File: src/design/eepc_pkg.sv
// eepc_pkg: constants for the nonvolatile program/erase control block
// assumes: 8-bit control register reached over a 32-bit APB slave
package eepc_pkg;
  localparam logic [11:0] EEPC_CTRL_IDX    = 12'h01B;
  localparam logic [11:0] EEPC_CTRL_ADDR   = 12'h06C;
  localparam logic [11:0] EEPC_ARRAY_BASE  = 12'h300;
  localparam logic [11:0] EEPC_ARRAY_LAST  = 12'h3EF;
  localparam logic [7:0]  EEPC_ARRAY_SIZE  = 8'hF0;
  localparam int          EEPC_BLOCK_SHIFT = 6;
  localparam int          EEPC_BIT_PUMP    = 6;
  localparam int          EEPC_BIT_ERHI    = 4;
  localparam int          EEPC_BIT_ERLO    = 3;
  localparam int          EEPC_BIT_LATCH   = 2;
  localparam int          EEPC_BIT_RC      = 1;
  localparam int          EEPC_BIT_PWR     = 0;
  localparam logic [7:0]  EEPC_CTRL_RESET  = 8'h00;
  localparam logic [7:0]  EEPC_ERASED      = 8'hFF;
  localparam logic [1:0]  EEPC_MODE_PROG   = 2'h0;
  localparam logic [1:0]  EEPC_MODE_BYTE   = 2'h1;
  localparam logic [1:0]  EEPC_MODE_BLOCK  = 2'h2;
  localparam logic [1:0]  EEPC_MODE_BULK   = 2'h3;
endpackage

File: src/design/eepc_ctrl.sv
// eepc_ctrl: control register, capture latch and 240-byte array for program/erase
// assumes: APB slave on pclk; EEPROM bus is a simple same-clock read/write port
//
// Operation
// pump output follows pump enable bit
// setting capture bit also sets pump bit
// array power only while power bit set
// software clears pump when idle
// two select bits choose program or erase kind
// select bits read/write, zero after reset
// byte erase clears only captured byte
// block erase clears captured 64-byte block
// bulk erase clears all 240 bytes
// capture bit latches address and data of write
// reads blocked while capture bit set
// rc select picks timing clock source
// software sets rc below 1.5 MHz, waits
// power bit needs capture, clears without it
// capture and power set in separate writes
// uncaptured write leaves array unchanged
//
// Decided for this implementation: register access over APB.
`timescale 1ns/10ps
`default_nettype none
module eepc_ctrl
  import eepc_pkg::*;
(
  input  wire logic        pclk,
  input  wire logic        presetn,
  input  wire logic        psel,
  input  wire logic        penable,
  input  wire logic        pwrite,
  input  wire logic [11:0] paddr,
  input  wire logic [31:0] pwdata,
  output logic             pready,
  output logic [31:0]      prdata,
  output logic             pslverr,
  input  wire logic        nv_wr,
  input  wire logic        nv_rd,
  input  wire logic [11:0] nv_addr,
  input  wire logic [7:0]  nv_wdata,
  output logic [7:0]       nv_rdata,
  output logic             nv_rvalid,
  output logic             charge_pump_on,
  output logic             array_power_on,
  output logic             nv_clk_sel_rc
);

  typedef struct packed {
    logic       pump;
    logic [1:0] erase_sel;
    logic       latch;
    logic       rc;
    logic       pwr;
    logic       cap_valid;
    logic [7:0] cap_idx;
    logic [7:0] cap_data;
    logic       op_done;
    logic [7:0] rdata;
    logic       rvalid;
    logic [31:0] prdata;
  } eepc_state_type;

  eepc_state_type st_ff;
  eepc_state_type nxt_st;
  logic [7:0] mem_ff [0:239];

  function automatic logic in_array(input logic [11:0] a);
    in_array = (a >= EEPC_ARRAY_BASE) && (a <= EEPC_ARRAY_LAST);
  endfunction

  function automatic logic [7:0] arr_idx(input logic [11:0] a);
    logic [11:0] d;
    d = a - EEPC_ARRAY_BASE;
    arr_idx = d[7:0];
  endfunction

  function automatic logic [7:0] ctrl_value(input eepc_state_type s);
    ctrl_value = 8'h00;
    ctrl_value[EEPC_BIT_PUMP]  = s.pump;
    ctrl_value[EEPC_BIT_ERHI]  = s.erase_sel[1];
    ctrl_value[EEPC_BIT_ERLO]  = s.erase_sel[0];
    ctrl_value[EEPC_BIT_LATCH] = s.latch;
    ctrl_value[EEPC_BIT_RC]    = s.rc;
    ctrl_value[EEPC_BIT_PWR]   = s.pwr;
  endfunction

  logic acc;
  logic reg_hit;
  logic apply;
  assign acc     = psel && penable;
  assign reg_hit = (paddr == EEPC_CTRL_ADDR);
  // program/erase applies once power is up on a captured write, one shot per power-up
  // the pump must run too: without it no programming voltage exists to apply
  assign apply   = st_ff.pump && st_ff.pwr && st_ff.cap_valid && !st_ff.op_done;

  always_comb
  begin
    logic [7:0] w;
    w = pwdata[7:0];
    nxt_st = st_ff;
    nxt_st.rvalid = 1'b0;
    // loaded in the setup cycle so the word already stands when the access completes
    if (psel && !penable && !pwrite)
    begin
      nxt_st.prdata = reg_hit ? {24'h000000, ctrl_value(st_ff)} : 32'h00000000;
    end
    if (acc && pwrite && reg_hit)
    begin
      nxt_st.erase_sel = {w[EEPC_BIT_ERHI], w[EEPC_BIT_ERLO]};
      nxt_st.rc = w[EEPC_BIT_RC];
      nxt_st.latch = w[EEPC_BIT_LATCH];
      nxt_st.pump = w[EEPC_BIT_PUMP] || (w[EEPC_BIT_LATCH] && !st_ff.latch);
      // power may only be raised when capture was already on before this write
      nxt_st.pwr = w[EEPC_BIT_PWR] && st_ff.latch && w[EEPC_BIT_LATCH];
      if (!w[EEPC_BIT_PWR])
      begin
        nxt_st.op_done = 1'b0;
      end
    end
    if (!nxt_st.latch)
    begin
      nxt_st.pwr = 1'b0;
      nxt_st.cap_valid = 1'b0;
      nxt_st.op_done = 1'b0;
    end
    if (st_ff.latch && nv_wr && in_array(nv_addr))
    begin
      nxt_st.cap_valid = 1'b1;
      nxt_st.cap_idx = arr_idx(nv_addr);
      nxt_st.cap_data = nv_wdata;
    end
    if (apply)
    begin
      nxt_st.op_done = 1'b1;
    end
    if (nv_rd && in_array(nv_addr))
    begin
      nxt_st.rvalid = 1'b1;
      // reads give zero while capture is on, so no half-programmed byte leaks
      nxt_st.rdata = st_ff.latch ? 8'h00 : mem_ff[arr_idx(nv_addr)];
    end
  end

  always_ff @(posedge pclk or negedge presetn)
  begin
    if (!presetn)
    begin
      st_ff <= '0;
    end
    else
    begin
      st_ff <= nxt_st;
    end
  end

  // array storage has no reset: contents model nonvolatile cells
  always_ff @(posedge pclk)
  begin
    for (int i = 0; i < 240; i++)
    begin
      if (apply)
      begin
        case (st_ff.erase_sel)
          EEPC_MODE_PROG:
          begin
            if (i == int'(st_ff.cap_idx))
            begin
              mem_ff[i] <= st_ff.cap_data;
            end
          end
          EEPC_MODE_BYTE:
          begin
            if (i == int'(st_ff.cap_idx))
            begin
              mem_ff[i] <= EEPC_ERASED;
            end
          end
          EEPC_MODE_BLOCK:
          begin
            if ((i >> EEPC_BLOCK_SHIFT) == (int'(st_ff.cap_idx) >> EEPC_BLOCK_SHIFT))
            begin
              mem_ff[i] <= EEPC_ERASED;
            end
          end
          EEPC_MODE_BULK:
          begin
            mem_ff[i] <= EEPC_ERASED;
          end
          default:
          begin
            mem_ff[i] <= mem_ff[i];
          end
        endcase
      end
    end
  end

  assign pready         = 1'b1;
  assign pslverr        = 1'b0;
  assign prdata         = st_ff.prdata;
  assign nv_rdata       = st_ff.rdata;
  assign nv_rvalid      = st_ff.rvalid;
  assign charge_pump_on = st_ff.pump;
  assign array_power_on = st_ff.pump && st_ff.pwr;
  assign nv_clk_sel_rc  = st_ff.rc;

  a_pump_follows: assert property (@(posedge pclk) disable iff (!presetn)
    acc && pwrite && reg_hit
    |=> charge_pump_on == ($past(pwdata[EEPC_BIT_PUMP]) || ($past(pwdata[EEPC_BIT_LATCH]) && !$past(st_ff.latch))))
    else $error("pump output mismatch");
  a_latch_starts_pump: assert property (@(posedge pclk) disable iff (!presetn)
    acc && pwrite && reg_hit && pwdata[EEPC_BIT_LATCH] && !st_ff.latch |=> charge_pump_on)
    else $error("capture did not start pump");
  a_power_gated: assert property (@(posedge pclk) disable iff (!presetn)
    array_power_on |-> st_ff.pwr && charge_pump_on) else $error("power without bit");
  a_sel_write: assert property (@(posedge pclk) disable iff (!presetn)
    acc && pwrite && reg_hit |=> st_ff.erase_sel == $past(pwdata[4:3]))
    else $error("select not stored");
  a_pwr_needs_latch: assert property (@(posedge pclk) disable iff (!presetn)
    st_ff.pwr |-> st_ff.latch) else $error("power without capture");
  a_no_same_write: assert property (@(posedge pclk) disable iff (!presetn)
    acc && pwrite && reg_hit && !st_ff.latch |=> !st_ff.pwr) else $error("power set with capture");
  a_capture_write: assert property (@(posedge pclk) disable iff (!presetn)
    st_ff.latch && nv_wr && in_array(nv_addr) && !(acc && pwrite && reg_hit)
    |=> st_ff.cap_valid && st_ff.cap_data == $past(nv_wdata)) else $error("write not captured");
  a_read_blocked: assert property (@(posedge pclk) disable iff (!presetn)
    nv_rd && in_array(nv_addr) && st_ff.latch |=> nv_rvalid && nv_rdata == 8'h00)
    else $error("read during capture");
  a_rc_select: assert property (@(posedge pclk) disable iff (!presetn)
    acc && pwrite && reg_hit |=> nv_clk_sel_rc == $past(pwdata[1])) else $error("rc select");
  a_apply_once: assert property (@(posedge pclk) disable iff (!presetn)
    apply |=> !apply) else $error("operation repeated");

  // pump, select and rc bits move only on a register write
  a_pump_holds: assert property (@(posedge pclk) disable iff (!presetn)
    !(acc && pwrite && reg_hit)
    |=> $stable(charge_pump_on))
    else $error("pump changed without write");

  a_sel_holds: assert property (@(posedge pclk) disable iff (!presetn)
    !(acc && pwrite && reg_hit)
    |=> $stable(st_ff.erase_sel))
    else $error("select changed without write");

  a_rc_holds: assert property (@(posedge pclk) disable iff (!presetn)
    !(acc && pwrite && reg_hit)
    |=> $stable(nv_clk_sel_rc))
    else $error("rc select changed without write");

  a_latch_write: assert property (@(posedge pclk) disable iff (!presetn)
    acc && pwrite && reg_hit
    |=> st_ff.latch == $past(pwdata[EEPC_BIT_LATCH]))
    else $error("capture bit not stored");

  // power side: never without capture, never without pump
  a_power_drop: assert property (@(posedge pclk) disable iff (!presetn)
    !st_ff.latch
    |-> !array_power_on)
    else $error("power on without capture");

  a_pwr_clears: assert property (@(posedge pclk) disable iff (!presetn)
    acc && pwrite && reg_hit && !pwdata[EEPC_BIT_LATCH]
    |=> !array_power_on)
    else $error("power kept after capture cleared");

  a_apply_power: assert property (@(posedge pclk) disable iff (!presetn)
    apply
    |-> array_power_on)
    else $error("array changed without power");

  a_idle_capture: assert property (@(posedge pclk) disable iff (!presetn)
    !st_ff.latch
    |-> !st_ff.cap_valid)
    else $error("capture held while idle");

  a_idle_array: assert property (@(posedge pclk) disable iff (!presetn)
    !st_ff.latch
    |-> !apply)
    else $error("array changed while idle");

  a_capture_addr: assert property (@(posedge pclk) disable iff (!presetn)
    st_ff.latch && nv_wr && in_array(nv_addr) && !(acc && pwrite && reg_hit)
    |=> st_ff.cap_idx == $past(arr_idx(nv_addr)))
    else $error("address not captured");

  // array effects; program, byte and block checked only where the captured byte cannot move under them, bulk always
  a_prog_byte: assert property (@(posedge pclk) disable iff (!presetn)
    apply && st_ff.erase_sel == EEPC_MODE_PROG && !nv_wr
    |=> mem_ff[st_ff.cap_idx] == st_ff.cap_data)
    else $error("byte not programmed");

  a_byte_erase: assert property (@(posedge pclk) disable iff (!presetn)
    apply && st_ff.erase_sel == EEPC_MODE_BYTE && !nv_wr
    |=> mem_ff[st_ff.cap_idx] == EEPC_ERASED)
    else $error("byte not erased");

  a_block_erase: assert property (@(posedge pclk) disable iff (!presetn)
    apply && st_ff.erase_sel == EEPC_MODE_BLOCK && !nv_wr
    |=> mem_ff[{st_ff.cap_idx[7:6], 6'h00}] == EEPC_ERASED)
    else $error("block not erased");

  a_bulk_erase: assert property (@(posedge pclk) disable iff (!presetn)
    apply && st_ff.erase_sel == EEPC_MODE_BULK
    |=> mem_ff[0] == EEPC_ERASED && mem_ff[239] == EEPC_ERASED)
    else $error("array not bulk erased");

  // read side of the array port
  a_read_normal: assert property (@(posedge pclk) disable iff (!presetn)
    nv_rd && in_array(nv_addr)
    |=> nv_rvalid)
    else $error("read not answered");

  a_read_idle: assert property (@(posedge pclk) disable iff (!presetn)
    !(nv_rd && in_array(nv_addr))
    |=> !nv_rvalid)
    else $error("read answer without read");

  // register read path
  a_reg_readback: assert property (@(posedge pclk) disable iff (!presetn)
    psel && !penable && !pwrite && reg_hit
    |=> prdata[4:3] == $past(st_ff.erase_sel))
    else $error("select bits not read back");

  a_unmapped_read: assert property (@(posedge pclk) disable iff (!presetn)
    psel && !penable && !pwrite && !reg_hit
    |=> prdata == 32'h00000000)
    else $error("unmapped read not zero");

  c_program: cover property (@(posedge pclk) disable iff (!presetn) apply && st_ff.erase_sel == EEPC_MODE_PROG);
  c_byte: cover property (@(posedge pclk) disable iff (!presetn) apply && st_ff.erase_sel == EEPC_MODE_BYTE);
  c_block: cover property (@(posedge pclk) disable iff (!presetn) apply && st_ff.erase_sel == EEPC_MODE_BLOCK);
  c_bulk: cover property (@(posedge pclk) disable iff (!presetn) apply && st_ff.erase_sel == EEPC_MODE_BULK);
  c_read: cover property (@(posedge pclk) disable iff (!presetn) nv_rvalid && !st_ff.latch);

endmodule
`default_nettype wire

File: config.mk
export PLATFORM = sky130hd
export DESIGN_NAME = eepc_ctrl
export DESIGN_NICKNAME = d
export VERILOG_FILES = /design/src/design/eepc_pkg.sv /design/src/design/eepc_ctrl.sv
export SDC_FILE = /design/constraint.sdc
export NUM_CORES = 2
export LEC_CHECK = 0
export BUFFER_PORTS_ARGS = -buffer_cell sky130_fd_sc_hd__buf_2
export CELL_PAD_IN_SITES_DETAIL_PLACEMENT = 2
export CELL_PAD_IN_SITES_GLOBAL_PLACEMENT = 2
export CORE_AREA = 10 10 540 542
export CTS_CLUSTER_DIAMETER = 100
export DETAILED_ROUTE_END_ITERATION = 16
export DIE_AREA = 0 0 550 552
export GPL_ROUTABILITY_DRIVEN = 0
export PLACE_DENSITY_LB_ADDON = 0.1
export SYNTH_ARGS = -nofsm -noshare
export SYNTH_HDL_FRONTEND = slang
export SYNTH_SLANG_ARGS = --single-unit
File: constraint.sdc
create_clock -name pclk -period 2.9 [get_ports pclk]
set_input_delay 0.58 -clock pclk [delete_from_list [all_inputs] [get_ports pclk]]
set_output_delay 0.58 -clock pclk [all_outputs]
set_load 0.05 [all_outputs]
==> run summary <==
Floorplan
• 32.8% — Starting Density
• 550 µm — die outline width
• 117 — Top-Level Pins
• 304000 µm² — die area
• 281000 µm² — Core Box Area
• 552 µm — Die Height
• 195 — row cnt

Yosys
• 6202 — post-synthesis instance total
• 71 — number of distinct standard cells referenced by the synthesized netlist
• 1959 — FF+latch count, synth
• sky130_fd_sc_hd__edfxtp_1 — Synth Flop Type
• 14.8 µm² — average cell area after synthesis
• 1.99% — Async SR Flop Fraction
• 92000 µm² — Syn Std Cell Area
• 1912 — Post-synth EDFFs
• 0 — yosys synthesis warning count
• 63.6% — sequential fraction of the synthesis area

Detailed routing
• 33.1 µm — routed length per placed instance
• 0 — final routed DRC violation total
• 361000 µm — total detailed-routing wirelength
• 5.33 — drt via density
• 7 — DR pass1 iterations
• 58200 — vias post-DR
• 5451 — Iteration-0 DRC Markers
• 0 — count of nets left with antenna violations after detail routing

STA
• 0.347 GHz — peak clock frequency supported by timing
• 0 — Fin. Hold Viols
• 99.5% — period utilization
• 56.4 ps — Hold WS
• 55.6 ps — Post-Route Skew
• 2880 ps — minimum clock period after layout
• 1050 ps — slew at the pin closest to its max-slew limit
• yes — setup repair after global routing missed its margin
• 0 — number of pins with negative max-slew slack in the final report
• 0 — Setup Viol. Count Final
• 15.9 ps — worst path setup slack after routing
• 29.1% — Slew HR
• 0 ps — total negative setup slack

Layout
• sky130_fd_sc_hd__edfxtp_1 — most frequent standard cell in the layout excluding fill and tap cells
• 7042 — Final #Nets
• 36.2% — share of post-route cells with drive strength above 1
• 20.7% — area added between synthesis and finish
• 10900 — final cell count without fillers
• sky130_fd_sc_hd__edfxtp_1, sky130_fd_sc_hd__nand2b_1, sky130_fd_sc_hd__buf_4, sky130_fd_sc_hd__or2_2, sky130_fd_sc_hd__mux4_2 — top library cells by usage in the layout, fill and taps aside

Status
• finished clean — result of the run

Clocking
• 1959 — Sinks on Clock Net
• sky130_fd_sc_hd__clkbuf_16 — clk root buf
• 4 — Max clock buf depth
• 60 ps — clk slew on worst S/H paths
• 4 — # H-tree levels
• 920 ps — clock insertion delay at the later pin of the skew report
• built — TritonCTS clock tree
• 232 — TritonCTS Buffers

Setup path
• buf_4 -> nand2b_1 -> nor2_4 -> buf_4 -> a21oi_1 -> nand2b_1 — CP Cell Sequence
• flop — element type at the critical path end
• flop — startpoint types
• sky130_fd_sc_hd__nor2_4 — standard cell with the maximum stage delay on the critical path
• flop to flop — critical path class
• 3640 ps — WP data arrival
• 10 — critical path peak fanout
• 800 ps — Crit path largest cell delay
• 6 — FF-to-FF path depth
• 3660 ps — required time at the worst-slack endpoint

Flow run
• 0 — count of maximum capacitance violations

Power
• 47700 µW — cell-internal power
• 13800 µW — P_sw
• 22.5% — proportion of total power due to net switching
• 61500 µW — Design Power
• 49.9% — part of the power in registers
• 46.3% — Clk pwr share
• 3.8% — share of power burned in combinational logic
• 0.0403 µW — Static Leakage
• 0.000571 V — Max VDD drop
• 553 nW/µm² — power density relative to cell area

GRT
• 0 — overflow left after global routing
• 23.3% — GRT Util Overall
• 97 — pin count of the biggest net entering global routing
• 508000 µm — wire length of the first global-routing pass
• 37 — antenna violations before repair
• 62300 — vias in the first global route

Hold path
• primary input to flop — worst min path class
• 4 — Cells on Worst Hold Path

Placement
• 62 — IO buf count
• -1350 ps — worst slack after detailed placement
• 254000 µm — half-perimeter wire length after placement
• 10500 — placed cells

[metal layers]
layer,global-route usage [%],wire length (µm),vias to the layer above
li1,-,-,24600
met4,6.04,10600,12
met2,38.0,172000,1500
met1,32.6,161000,31700
met3,3.19,17300,433
met5,0,67,-
[cells in the mapped netlist (8+ instances only)]
cell type,instances,area [µm²]
sky130_fd_sc_hd__and2_1,13,81.3
sky130_fd_sc_hd__a22oi_1,30,225
sky130_fd_sc_hd__buf_1,12,45.0
sky130_fd_sc_hd__nand2_1,144,541
sky130_fd_sc_hd__buf_8,20,300
sky130_fd_sc_hd__o21ai_0,363,1820
sky130_fd_sc_hd__nor3_1,32,160
sky130_fd_sc_hd__or2_2,671,4200
sky130_fd_sc_hd__a221oi_1,39,342
sky130_fd_sc_hd__edfxtp_1,1912,57400
sky130_fd_sc_hd__or2_1,16,100
sky130_fd_sc_hd__nand3_1,40,200
sky130_fd_sc_hd__inv_1,9,33.8
sky130_fd_sc_hd__buf_6,19,214
sky130_fd_sc_hd__and3_1,8,50.1
sky130_fd_sc_hd__a211oi_1,17,128
sky130_fd_sc_hd__nand4_1,13,81.3
sky130_fd_sc_hd__dfxtp_1,8,160
sky130_fd_sc_hd__nor2_1,50,188
sky130_fd_sc_hd__dfrtp_1,39,976
sky130_fd_sc_hd__nand2b_1,1249,7810
sky130_fd_sc_hd__nor2b_1,11,68.8
sky130_fd_sc_hd__clkbuf_1,379,1420
sky130_fd_sc_hd__a31oi_1,21,131
sky130_fd_sc_hd__buf_2,55,275
sky130_fd_sc_hd__a22o_1,8,70.1
sky130_fd_sc_hd__mux2_2,27,304
sky130_fd_sc_hd__buf_4,54,405
sky130_fd_sc_hd__mux4_2,458,10300
sky130_fd_sc_hd__a21oi_1,186,931
sky130_fd_sc_hd__mux2i_1,181,1810
sky130_fd_sc_hd__buf_12,14,280
[worst paths after layout]
| path | end | slack [ps] | start |
|---|---|---|---|
| max in group asynchronous | st_ff[47]$_DFFE_PN0P_ | 1940 | presetn |
| worst min register to register | prdata[1]$_DFFE_PN0P_ | 460 | prdata[1]$_DFFE_PN0P_ |
| min in group asynchronous | st_ff[44]$_DFFE_PN0P_ | 330 | presetn |
| worst min-delay path | prdata[6]$_DFFE_PN0P_ | 60 | penable |
| worst max-delay path | mem_ff[85][1]$_SDFFCE_PP1P_ | 20 | st_ff[52]$_DFFE_PN0P_ |
| worst max register to register | mem_ff[85][1]$_SDFFCE_PP1P_ | 20 | st_ff[52]$_DFFE_PN0P_ |
[state kept, by name (all words and copies together) (netlist names)]
register	flops
mem_ff	1920
prdata	6
charge_pump_on	1
nv_rdata	8
nv_clk_sel_rc	1
nv_rvalid	1
st_ff	22
[cell type report]
class,instances,area (µm²)
fillers,27500,170000
flip-flops and latches,1959,58600
multi-input cells,3703,31000
repair buffers,1064,9570
clock buffers,304,6250
well taps,3743,4680
clock inverters,114,896
diodes,25,62.6
inverters,11,50.0
[critical path: cells and delay by family, from the launching register on]
kind	cells	cell delay, ps
buffers and inverters	2	590
AND/OR/NAND/NOR	3	1170
AO/OA/AOI/OAI	1	340
flip-flops	1	610
[cell families after synthesis]
group | Yosys count | synth area share, %
AOI/OAI and AO/OA | 732 | 4.60
muxes | 671 | 13.7
DFF | 1959 | 63.6
other | 2 | 0.00816
and+or+nand+nor | 2272 | 14.9
buffers and inverters | 566 | 3.26
[power by group through the flow]
stage	logic, µW	registers, µW	clock network [µW]
2_1_floorplan	1260	31200	0
3_3_place_gp	2310	31300	0
3_5_place_dp	2320	31300	0
4_1_cts	2350	30700	29100
5_1_grt	2420	30700	30100
6_report	2340	30700	28400
[per-stage QoR]
step	util [%]	instance area [µm²]
after floorplan	-	92100
after global placement	36.8	103000
after detailed placement	36.8	103000
after CTS	39.5	111000
after global routing	39.5	111000
final	39.6	111000
[timing repair]
action	in CTS	in global routing
pin swaps	0	2
hold buffers	19	0
endpoints found under the hold margin	56	0
endpoints found under the setup margin	247	394
buffers inserted	0	4
gates resized for setup	22	34
Note: power is estimated with default switching activity, not from simulation.
